**src/rtl/master_sync_map.svh**
```systemverilog
`ifndef MASTER_SYNC_MAP_SVH
`define MASTER_SYNC_MAP_SVH

// Register offsets
`define OFS_POWERDOWN 8'h20
`define OFS_SYNC_PIN_CONFIG 8'h39
`define OFS_TIMING_REF_DELAY_HIGH 8'h3c
`define OFS_LANE_OUTPUT_AMPLITUDE_CTRL 8'h3d
`define OFS_TIMING_REF_DELAY_LOW 8'h5a

// Reset value shared by every register here
`define REG_RESET 8'h00

// Field positions
`define POS_CHAN_B_POWERDOWN 1
`define POS_CHAN_B_POWERDOWN_CTRL_ENABLE 1
`define POS_SYNC_INPUT_TERMINATION_OFF 0
`define POS_TIMING_REF_DELAY_ENABLE 6
`define MSB_TIMING_REF_DELAY_CODE_HIGH 1
`define LSB_TIMING_REF_DELAY_CODE_HIGH 0
`define MSB_TIMING_REF_DELAY_CODE_LOW 7
`define LSB_TIMING_REF_DELAY_CODE_LOW 5
`define MSB_LANE_OUTPUT_AMPLITUDE 2
`define LSB_LANE_OUTPUT_AMPLITUDE 0

// Nominal delay table: code 8 is the first step, each lower code adds a step
`define DELAY_CODE_FIRST 5'h08
`define DELAY_CODE_LAST 5'h03
`define DELAY_FIRST_PS 9'h0af
`define DELAY_STEP_PS 9'h019

`endif

```
**src/rtl/master_sync_pkg.sv**
```systemverilog
`default_nettype none

package master_sync_pkg;
  typedef logic [7:0] reg_addr_t;
  typedef logic [7:0] reg_byte_t;
  typedef logic [4:0] delay_code_t;
  typedef logic [8:0] delay_ps_t;
  typedef logic [2:0] amplitude_t;
endpackage

`default_nettype wire

```
**src/rtl/master_page_sync_config_regs.sv**
```systemverilog
`include "master_sync_map.svh"
`default_nettype none

module master_page_sync_config_regs (
  input wire logic sys_clk,
  input wire logic srst,
  input wire logic reg_wr,
  input wire logic reg_rd,
  input wire master_sync_pkg::reg_addr_t reg_addr,
  input wire master_sync_pkg::reg_byte_t reg_wdata,
  output master_sync_pkg::reg_byte_t reg_rdata,
  output logic chan_b_powered_down,
  output logic sync_input_termination_off,
  output logic timing_ref_delay_enable,
  output master_sync_pkg::delay_code_t timing_ref_delay_code,
  output master_sync_pkg::delay_ps_t timing_ref_delay_ps,
  output logic timing_ref_delay_code_valid,
  output master_sync_pkg::amplitude_t lane_output_amplitude
);
  import master_sync_pkg::*;

  // Stored fields only; must-write bits hold no state and read back zero
  logic chan_b_powerdown;
  logic chan_b_powerdown_ctrl_enable;
  logic term_off;
  logic delay_en;
  logic [1:0] timing_ref_delay_code_high;
  logic [2:0] timing_ref_delay_code_low;
  amplitude_t amplitude;
  reg_byte_t rdata;
  logic pd_out;
  delay_ps_t delay_ps;
  logic code_valid;

  logic next_chan_b_powerdown;
  logic next_chan_b_powerdown_ctrl_enable;
  logic next_term_off;
  logic next_delay_en;
  logic [1:0] next_timing_ref_delay_code_high;
  logic [2:0] next_timing_ref_delay_code_low;
  amplitude_t next_amplitude;
  reg_byte_t next_rdata;
  logic next_pd_out;
  delay_ps_t next_delay_ps;
  logic next_code_valid;
  delay_code_t next_code;

  function automatic logic code_in_table(input delay_code_t code);
    code_in_table = (code >= `DELAY_CODE_LAST) && (code <= `DELAY_CODE_FIRST);
  endfunction

  // Nominal picoseconds; codes outside the table give zero
  function automatic delay_ps_t code_to_ps(input delay_code_t code);
    delay_code_t steps;
    steps = `DELAY_CODE_FIRST - code;
    if (code_in_table(code)) begin
      code_to_ps = `DELAY_FIRST_PS + delay_ps_t'(steps) * `DELAY_STEP_PS;
    end else begin
      code_to_ps = 9'h000;
    end
  endfunction

  always_comb begin
    next_chan_b_powerdown = chan_b_powerdown;
    next_chan_b_powerdown_ctrl_enable = chan_b_powerdown_ctrl_enable;
    next_term_off = term_off;
    next_delay_en = delay_en;
    next_timing_ref_delay_code_high = timing_ref_delay_code_high;
    next_timing_ref_delay_code_low = timing_ref_delay_code_low;
    next_amplitude = amplitude;
    next_rdata = rdata;
    if (reg_wr) begin
      case (reg_addr)
        `OFS_POWERDOWN: begin
          next_chan_b_powerdown = reg_wdata[`POS_CHAN_B_POWERDOWN];
        end
        `OFS_SYNC_PIN_CONFIG: begin
          // Bits 6 and 4 are write-only keys; dropped here
          next_chan_b_powerdown_ctrl_enable = reg_wdata[`POS_CHAN_B_POWERDOWN_CTRL_ENABLE];
          next_term_off = reg_wdata[`POS_SYNC_INPUT_TERMINATION_OFF];
        end
        `OFS_TIMING_REF_DELAY_HIGH: begin
          next_delay_en = reg_wdata[`POS_TIMING_REF_DELAY_ENABLE];
          next_timing_ref_delay_code_high =
            reg_wdata[`MSB_TIMING_REF_DELAY_CODE_HIGH:`LSB_TIMING_REF_DELAY_CODE_HIGH];
        end
        `OFS_TIMING_REF_DELAY_LOW: begin
          next_timing_ref_delay_code_low =
            reg_wdata[`MSB_TIMING_REF_DELAY_CODE_LOW:`LSB_TIMING_REF_DELAY_CODE_LOW];
        end
        `OFS_LANE_OUTPUT_AMPLITUDE_CTRL: begin
          next_amplitude = reg_wdata[`MSB_LANE_OUTPUT_AMPLITUDE:`LSB_LANE_OUTPUT_AMPLITUDE];
        end
        default: begin
        end
      endcase
    end
    if (reg_rd) begin
      next_rdata = 8'h00;
      case (reg_addr)
        `OFS_POWERDOWN: begin
          next_rdata[`POS_CHAN_B_POWERDOWN] = chan_b_powerdown;
        end
        `OFS_SYNC_PIN_CONFIG: begin
          next_rdata[`POS_CHAN_B_POWERDOWN_CTRL_ENABLE] = chan_b_powerdown_ctrl_enable;
          next_rdata[`POS_SYNC_INPUT_TERMINATION_OFF] = term_off;
        end
        `OFS_TIMING_REF_DELAY_HIGH: begin
          next_rdata[`POS_TIMING_REF_DELAY_ENABLE] = delay_en;
          next_rdata[`MSB_TIMING_REF_DELAY_CODE_HIGH:`LSB_TIMING_REF_DELAY_CODE_HIGH] =
            timing_ref_delay_code_high;
        end
        `OFS_TIMING_REF_DELAY_LOW: begin
          next_rdata[`MSB_TIMING_REF_DELAY_CODE_LOW:`LSB_TIMING_REF_DELAY_CODE_LOW] =
            timing_ref_delay_code_low;
        end
        `OFS_LANE_OUTPUT_AMPLITUDE_CTRL: begin
          next_rdata[`MSB_LANE_OUTPUT_AMPLITUDE:`LSB_LANE_OUTPUT_AMPLITUDE] = amplitude;
        end
        default: begin
        end
      endcase
    end
    // Outputs track the new register values so they settle with the write
    next_pd_out = next_chan_b_powerdown & next_chan_b_powerdown_ctrl_enable;
    next_code = {next_timing_ref_delay_code_high, next_timing_ref_delay_code_low};
    next_code_valid = code_in_table(next_code);
    next_delay_ps = next_delay_en ? code_to_ps(next_code) : 9'h000;
  end

  always_ff @(posedge sys_clk) begin
    if (srst) begin
      chan_b_powerdown <= 1'b0;
      chan_b_powerdown_ctrl_enable <= 1'b0;
      term_off <= 1'b0;
      delay_en <= 1'b0;
      timing_ref_delay_code_high <= 2'h0;
      timing_ref_delay_code_low <= 3'h0;
      amplitude <= 3'h0;
      rdata <= `REG_RESET;
      pd_out <= 1'b0;
      delay_ps <= 9'h000;
      code_valid <= 1'b0;
    end else begin
      chan_b_powerdown <= next_chan_b_powerdown;
      chan_b_powerdown_ctrl_enable <= next_chan_b_powerdown_ctrl_enable;
      term_off <= next_term_off;
      delay_en <= next_delay_en;
      timing_ref_delay_code_high <= next_timing_ref_delay_code_high;
      timing_ref_delay_code_low <= next_timing_ref_delay_code_low;
      amplitude <= next_amplitude;
      rdata <= next_rdata;
      pd_out <= next_pd_out;
      delay_ps <= next_delay_ps;
      code_valid <= next_code_valid;
    end
  end

  assign reg_rdata = rdata;
  assign chan_b_powered_down = pd_out;
  assign sync_input_termination_off = term_off;
  assign timing_ref_delay_enable = delay_en;
  assign timing_ref_delay_code = {timing_ref_delay_code_high, timing_ref_delay_code_low};
  assign timing_ref_delay_ps = delay_ps;
  assign timing_ref_delay_code_valid = code_valid;
  assign lane_output_amplitude = amplitude;
endmodule

`default_nettype wire

```
**config.mk**
```make
export PLATFORM = sky130hd
export DESIGN_NAME = master_page_sync_config_regs
export DESIGN_NICKNAME = d
export VERILOG_FILES = /design/src/rtl/master_sync_pkg.sv /design/src/rtl/master_page_sync_config_regs.sv
export VERILOG_INCLUDE_DIRS = /design/src /design/src/rtl
export SDC_FILE = /design/constraint.sdc
export NUM_CORES = 1
export LEC_CHECK = 0
export ABC_AREA = 0
export BUFFER_PORTS_ARGS = -buffer_cell sky130_fd_sc_hd__buf_4
export CAP_MARGIN = 20
export CORE_ASPECT_RATIO = 0.9
export CORE_MARGIN = 5
export CORE_UTILIZATION = 52
export DETAILED_ROUTE_END_ITERATION = 12
export GPL_ROUTABILITY_DRIVEN = 1
export GPL_TIMING_DRIVEN = 0
export PLACE_DENSITY = 0.79
export SLEW_MARGIN = 5
export SYNTH_ARGS = -nofsm -noshare
export SYNTH_HDL_FRONTEND = slang
export SYNTH_SLANG_ARGS = --single-unit
```
**constraint.sdc**
```tcl
create_clock -name sys_clk -period 5.7 [get_ports sys_clk]
set_input_delay 0.57 -clock sys_clk [delete_from_list [all_inputs] [get_ports sys_clk]]
set_output_delay 0.57 -clock sys_clk [all_outputs]
set_load 0.02 [all_outputs]
```
# --- After elaboration in Yosys (flattened, before gate mapping) ---
# Index checks and enable logic that the tools add are counted.
classes:
  addsub: 2
  mul: 1
  magnitude_cmp: 2
  eq_ne: 5
  muxes: 16
  reduce_logical: 4
  n_bitwise: 3
op_table:
  columns: ["cell", "n"]
  rows:
  - ["$eq A8 B6 Y1 const B", 4]
  - ["$add A8 B9 Y9 const A", 1]
  - ["$mul A5 B5 Y9 const B", 1]
  - ["$mux W1", 9]
  - ["$eq A8 B7 Y1 const B", 1]
  - ["$mux W3", 2]
  - ["$ge A5 B2 Y1 const B", 1]
  - ["$le A5 B4 Y1 const B", 1]
  - ["$sub A4 B5 Y5 const A", 1]
  - ["$mux W2", 2]
  - ["$pmux W1 S4", 1]
  - ["$reduce_and A2 Y1", 2]
  - ["$pmux W1 S3", 1]
  - ["$reduce_or A3 Y1", 1]
  - ["$not A1 Y1", 2]
  - ["$pmux W1 S2", 1]
  - ["$and A1 B1 Y1", 1]
  - ["$logic_and A1 B1 Y1", 1]
word_totals:
  elab_cells: 44
  register_bits: 29
  inputBits: 20

# --- Logic depth before layout (Yosys ltp) ---
# Gate-level depths: netlist (run 1).
logic_depth:
  word_depth: 7
  ltp_mapped: 18
  mapped_depth_nobuf: 16

# --- Least setup slack after synthesis (run 1) ---
# OpenSTA, ideal clock, no wires.
synth_timing:
  kind: "input port to flip-flop"
  from: "input port reg_addr[7]"
  to: "register delay_ps[8] (netlist: timing_ref_delay_ps[8])"
  n_path_buf: 1
  required_ps: 5575
  arrival_time_ps: 4344
  slack_ps: 1231
  cell_stages: 17
  setup_ps: 125
  path_cell_list: "or4bb_1 -> or4_1 -> buf_6 -> mux2_2 -> inv_1 -> ha_1 -> xor2_2 -> inv_1 -> ha_1 -> ha_1 -> fa_1 -> a21o_1 -> a21oi_1 -> o21bai_1 -> a21oi_1 -> xnor2_1 -> nor2_1"
synth_between:
  elab_chain_cells: 7
  word_cells_on_any_way: 17
  cone_classes: "add/sub: 2; mul: 1; order compare: 2; eq/ne: 2; mux: 6; bitwise: 2; reduce/logical: 2"
synth_rtl:
  columns: ["item", "line_no", "source"]
  rows:
  - ["start: declaration", "master_page_sync_config_regs.sv:9", "input wire master_sync_pkg::reg_addr_t reg_addr,"]
  - ["$eq A8 B7 Y1 (*)", "master_page_sync_config_regs.sv:73", "case (reg_addr)"]
  - ["$mux W3 (*)", "master_page_sync_config_regs.sv:73", null]
  - ["$mux W3 (*)", "master_page_sync_config_regs.sv:72", "if (reg_wr) begin"]
  - ["via next_timing_ref_delay_code_low[0]", "master_page_sync_config_regs.sv:40", "logic [2:0] next_timing_ref_delay_code_low;"]
  - ["parallel branches: the longest is 4 deep, another holds $mul A5 B5 Y9", null, null]
  - ["end signal: assignment", "master_page_sync_config_regs.sv:154", "delay_ps <= next_delay_ps;"]
  - ["end: declaration", "master_page_sync_config_regs.sv:32", "delay_ps_t delay_ps;"]
# Mark *: on every way through the listed nets, which the timed path passes.
# A chain may end at the register's enable or synchronous reset.

# --- Worst setup path in the final report (run 1) ---
# Ends and elaborated chain as after synthesis.

==> reports/results.ini, run 1 <==
[status]
status=finished clean

[power_and_ir_drop]
finalPower_mw=0.395
power_density_nw_per_um2=178
vdd_drop_max_v=0.000134
leakage_nw=1.13

[yosys]
synth_seq_cells=29
synthArstFlopShare=0
synthCells=183
synthTopCellsByArea=dfxtp_1 (33%), ha_1 (13%), mux2i_1 (6.3%)
netlist.top_cell.by_area=dfxtp_1
netlist.area_leader.share=0.330
synth_seq_area_share=0.330
synth.distinct_cells=44
ys.flop_type=dfxtp_1
syn_area_um2=1760
syn_area_per_cell_um2=9.62
synth_edf_count=0
yosys_warnings=0

[routing]
wire_per_inst_um=13.2
routed_wl_um=3680
drc=0
first_pass_iters=4
drt_iter0_drc=65
ant_nets=0
num_vias=1425
vias_per_cell=5.11

[placement]
place_hpwl_um=2980
globalplace.congestion=0.785
portBuffers=43
placed_area_um2=2140

[global_route]
grt_pass1_wl_um=6030
grt_pass1_vias=1338
grt_max_degree=11
antenna_found_initial=0
track_usage=0.164
grt-ovfl-total=0

[floorplan]
chipHeight_um=65.2
dieArea_um2=4650
start_util=0.529
pin_count=49
rows=20
die_w_um=71.3
core_um2=3330

[clock_network]
cts_max_level=2
hold_buffers=0
cts_tree=built
clk_pin_slew_ns=0.06
cts-root-buf=clkbuf_8
cts_buffer_depth=2
cts_buffers=5
cts.sinks=29
postCtsSetupBuffers=0
clk_latency_ns=0.28
cts_resized=0

[critical_path]
worstPathRequired_ns=5.85
start_kind=primary input
cp.arrival_ns=4.79
crit_family=adder cells
critPathKind=in2reg
critPathMaxFanout=8
slowest_stage=or4bb_1
endpoint_kind=register
path_cells=buf_4, or4bb_1, or4_1, buf_6, mux2_2, inv_1, ha_1, xor2_2, inv_1, ha_1, ha_1, fa_1, a21o_1, a21oi_1, o21bai_1, a21oi_1, xnor2_1, nor2_1
worst_path_most_repeated_cell=ha_1
slowest_delay_ns=0.52
cp_num_buf_inv=4

[cells_and_area]
antennaDiodeCount=0
fillers=293
layout-drive-gt1-share=0.281
final_cell_mix=buf_4 (45), dfxtp_1 (29), nor2_1 (25), ha_1 (18), inv_1 (13)
syn2layout_area_growth_pct=26.4
final_net_count=274
final_common_cell=buf_4
fin_util=0.668
final_area_um2=2220

[sta]
final.setup.tns_ns=0
min_period_ns=4.64
finalCritPeriodShare=0.813
final-setup-viol-count=0
final_hold_viol_count=0
slew_viol_final=0
rsz0062_at_grt=no
max_freq_mhz=216
skew_ns=0.00724

[worst_hold_path]
hp-class=reg2reg

[job]
maxCapViolCount=0

-- flip-flops by register name, indices dropped and copies added, names as in the netlist, 2 cells and up --
signal,count
reg_rdata,6
timing_ref_delay_code_low,3
timing_ref_delay_code_high,2
lane_output_amplitude,3
timing_ref_delay_ps,9
-- cells in the mapped netlist, types with 3 or more instances --
library cell and n:
dfxtp_1 29, nor2_1 25, ha_1 18, inv_1 13, a21oi_1 11, mux2i_1 11, xnor2_1 8, nand2b_1 6
nand3_1 6, nor3_1 6, clkbuf_1 3, nand2_1 3, xor2_1 3
-- routing by layer --
metal	vias to the layer above	global-route usage	wire length [um]
li1	736	-	-
met1	648	0.215	1660
met2	34	0.255	1750
met3	7	0.0474	219
met4	0	0.0634	48
met5	-	0	0
-- power breakdown --
group / switching [mW] / internal (mW)
Combinational: 0.0163 / 0.0150
Sequential: 0.000462 / 0.203
Clock: 0.0755 / 0.0843
Total: 0.0923 / 0.303
-- cell type report --
cell class                 count  area (um2)  share of cell area
inverter                      13        48.8              0.0219
clock inverter                 2        10.0             0.00450
multi-input combinational    134        1090               0.489
tap                           44        55.1              0.0247
timing repair buffer          43         323               0.145
buffer                         8        47.5              0.0214
sequential                    29         581               0.261
clock buffer                   6        72.6              0.0326
-- metrics by stage --
step           hold slack [ns]  instances  worst slack [ns]
6_report                 0.468        279              1.06
3_3_place_gp             0.460        271             0.838
5_1_grt                  0.498        279             0.785
3_5_place_dp             0.460        271             0.750
4_1_cts                  0.469        279              1.03
2_1_floorplan            0.479        184              1.23
-- worst reg2reg max path: cells and delay by family, from the launching register on --
| family | cells | cell delay [ns] |
|---|---|---|
| DFF | 1 | 0.37 |
| xor gates and xnor gates | 2 | 0.33 |
| adders and majority gates | 4 | 1.24 |
| and+or+nand+nor | 1 | 0.06 |
| muxes | 1 | 0.35 |
| AOI/OAI and AO/OA | 4 | 0.74 |
| buffers and inverters | 2 | 0.30 |
-- logic make-up after synthesis --
group                    synth area share
AO/OA/AOI/OAI                       0.119
adder cells (fa/ha/maj)             0.151
multiplexers                       0.0967
other                             0.00213
flip-flops                          0.330
buffers and inverters              0.0547
AND/OR/NAND/NOR                     0.173
XOR/XNOR                           0.0732
-- final timing paths --
kind / startpoint / to / slack, ns / cells past startpoint
max: reg_addr[7] / timing_ref_delay_ps[8]$_SDFF_PP0_ / 1.06 / 18
min: reg_rdata[2]$_SDFFE_PP0P_ / reg_rdata[2]$_SDFFE_PP0P_ / 0.47 / 2
min reg2reg: reg_rdata[2]$_SDFFE_PP0P_ / reg_rdata[2]$_SDFFE_PP0P_ / 0.47 / 2
max reg2reg: timing_ref_delay_code_low[0]$_SDFF_PP0_ / timing_ref_delay_ps[8]$_SDFF_PP0_ / 2.19 / 14
Power figures use the tool's default switching activity.
==> run 2: changes to the inputs <==
--- a/config.mk
+++ b/config.mk
@@ -11,11 +11,11 @@
 export CAP_MARGIN = 20
 export CORE_ASPECT_RATIO = 0.9
 export CORE_MARGIN = 5
-export CORE_UTILIZATION = 52
+export CORE_UTILIZATION = 47
 export DETAILED_ROUTE_END_ITERATION = 12
 export GPL_ROUTABILITY_DRIVEN = 1
 export GPL_TIMING_DRIVEN = 0
-export PLACE_DENSITY = 0.79
+export PLACE_DENSITY = 0.75
 export SLEW_MARGIN = 5
 export SYNTH_ARGS = -nofsm -noshare
 export SYNTH_HDL_FRONTEND = slang
==> constraint.sdc (replaced) <==
create_clock -name sys_clk -period 4.1 [get_ports sys_clk]
set_input_delay 0.41 -clock sys_clk [delete_from_list [all_inputs] [get_ports sys_clk]]
set_output_delay 0.41 -clock sys_clk [all_outputs]
set_load 0.02 [all_outputs]
==> reports/results.ini, run 2 (synthesis results as in run 1) <==
[status]
status=finished clean

[sta]
final_hold_viol_count=0
min_period_ns=4.02
hold_ws_ns=0.365
worst_slew_pin_slew_ns=0.516
max_freq_mhz=249
skew_ns=0.00418
finalCritPeriodShare=0.981
final-setup-viol-count=0
slew_headroom=0.654
slew_viol_final=0

[routing]
routed_wl_um=4110
vias_per_cell=5.17
wire_per_inst_um=14.1
num_vias=1509
ant_nets=0
drc=0
drt_iter0_drc=61
first_pass_iters=4

[clock_network]
cts_max_level=2
cts.sinks=29
clk_latency_ns=0.28
cts_buffer_depth=2
cts-root-buf=clkbuf_8
clk_pin_slew_ns=0.06
cts_tree=built
cts_buffers=5

[worst_hold_path]
hp-class=in2reg

[cells_and_area]
final_cell_mix=buf_4 (56), dfxtp_1 (29), nor2_1 (25), ha_1 (13), inv_1 (11)
final_net_count=285
layout-drive-gt1-share=0.366
largest_reg_flops=9
antennaDiodeCount=0
fin_util=0.663
final_common_cell=buf_4
syn2layout_area_growth_pct=38.5

[global_route]
grt_pass1_vias=1363
grt_pass1_wl_um=6420
grt_max_degree=11
track_usage=0.167
grt-ovfl-total=0
antenna_found_initial=0

[placement]
place_hpwl_um=3020
portBuffers=43
globalplace.congestion=0.808

[floorplan]
rows=21
chipHeight_um=68.1
dieArea_um2=5070
die_w_um=74.5
core_um2=3680
start_util=0.479
pin_count=49

[job]
maxCapViolCount=0

[critical_path]
cp.arrival_ns=4.18
critPathKind=in2reg
start_kind=primary input
endpoint_kind=register
critPathMaxFanout=8
worstPathRequired_ns=4.26

[power_and_ir_drop]
leakage_nw=1.20
power_density_nw_per_um2=243
vdd_drop_max_v=0.000154

run 2: where the power goes:
part | switching [mW] | internal, mW
sequential | 0.000656 | 0.283
clock | 0.111 | 0.151
combinational | 0.0244 | 0.0223
total | 0.136 | 0.457
run 2: worst paths after layout:
path	end	startpoint	slack [ns]	cells past startpoint
max reg2reg	timing_ref_delay_ps[8]$_SDFF_PP0_	timing_ref_delay_code_low[0]$_SDFF_PP0_	1.06	14
min	lane_output_amplitude[2]$_SDFFE_PP0P_	reg_wdata[2]	0.37	3
max	timing_ref_delay_ps[8]$_SDFF_PP0_	reg_addr[5]	0.08	18
min reg2reg	reg_rdata[5]$_SDFFE_PP0P_	reg_rdata[5]$_SDFFE_PP0P_	0.47	2
run 2: final cells by class:
class	count	area [um2]
plain buffers	8	47.5
well taps	46	57.6
multi-input cells	134	1190
fillers	297	1240
inverters	13	53.8
repair buffers	54	405
flip-flops and latches	29	581
clock inverters	1	5.00
clock buffers	7	96.3
run 2: stage by stage:
| step | power, mW | setup slack, ns | cell area, um2 | setup TNS (ns) | std cells |
|---|---|---|---|---|---|
| finish | 0.593 | 0.0795 | 2440 | 0 | 292 |
| floorplan | 0.312 | 0.0327 | 1790 | 0 | 184 |
| global placement | 0.333 | -0.300 | 2170 | -0.461 | 273 |
| CTS | 0.596 | 0.00959 | 2310 | 0 | 284 |
| detailed placement | 0.334 | -0.366 | 2170 | -0.638 | 273 |
| global route | 0.612 | -0.0483 | 2440 | -0.0814 | 292 |
run 2: timing repair:
item	CTS	global route
setup buffers	3	8
hold buffers	0	0
setup endpoints to repair	1	2
gates resized for setup	3	9
pin swaps	1	6
run 2: layer usage:
layer | GRT usage | vias to the layer above | share of wire
li1 | - | 761 | -
met1 | 0.228 | 695 | 0.44
met2 | 0.249 | 47 | 0.47
met3 | 0.0426 | 6 | 0.068
met4 | 0.0711 | 0 | 0.015
met5 | 0 | - | 0
run 2: worst max-delay path, cell delays in order:
cell	delay, ns
buf_4	0.11
or4bb_1	0.53
or4_4	0.43
buf_6	0.16
mux2_4	0.35
inv_6	0.08
ha_4	0.18
xor2_4	0.17
buf_4	0.13
buf_4	0.10
nand2_1	0.06
fa_1	0.50
inv_1	0.05
ha_1	0.33
ha_4	0.26
a21oi_2	0.15
xnor2_1	0.13
nor2_1	0.06
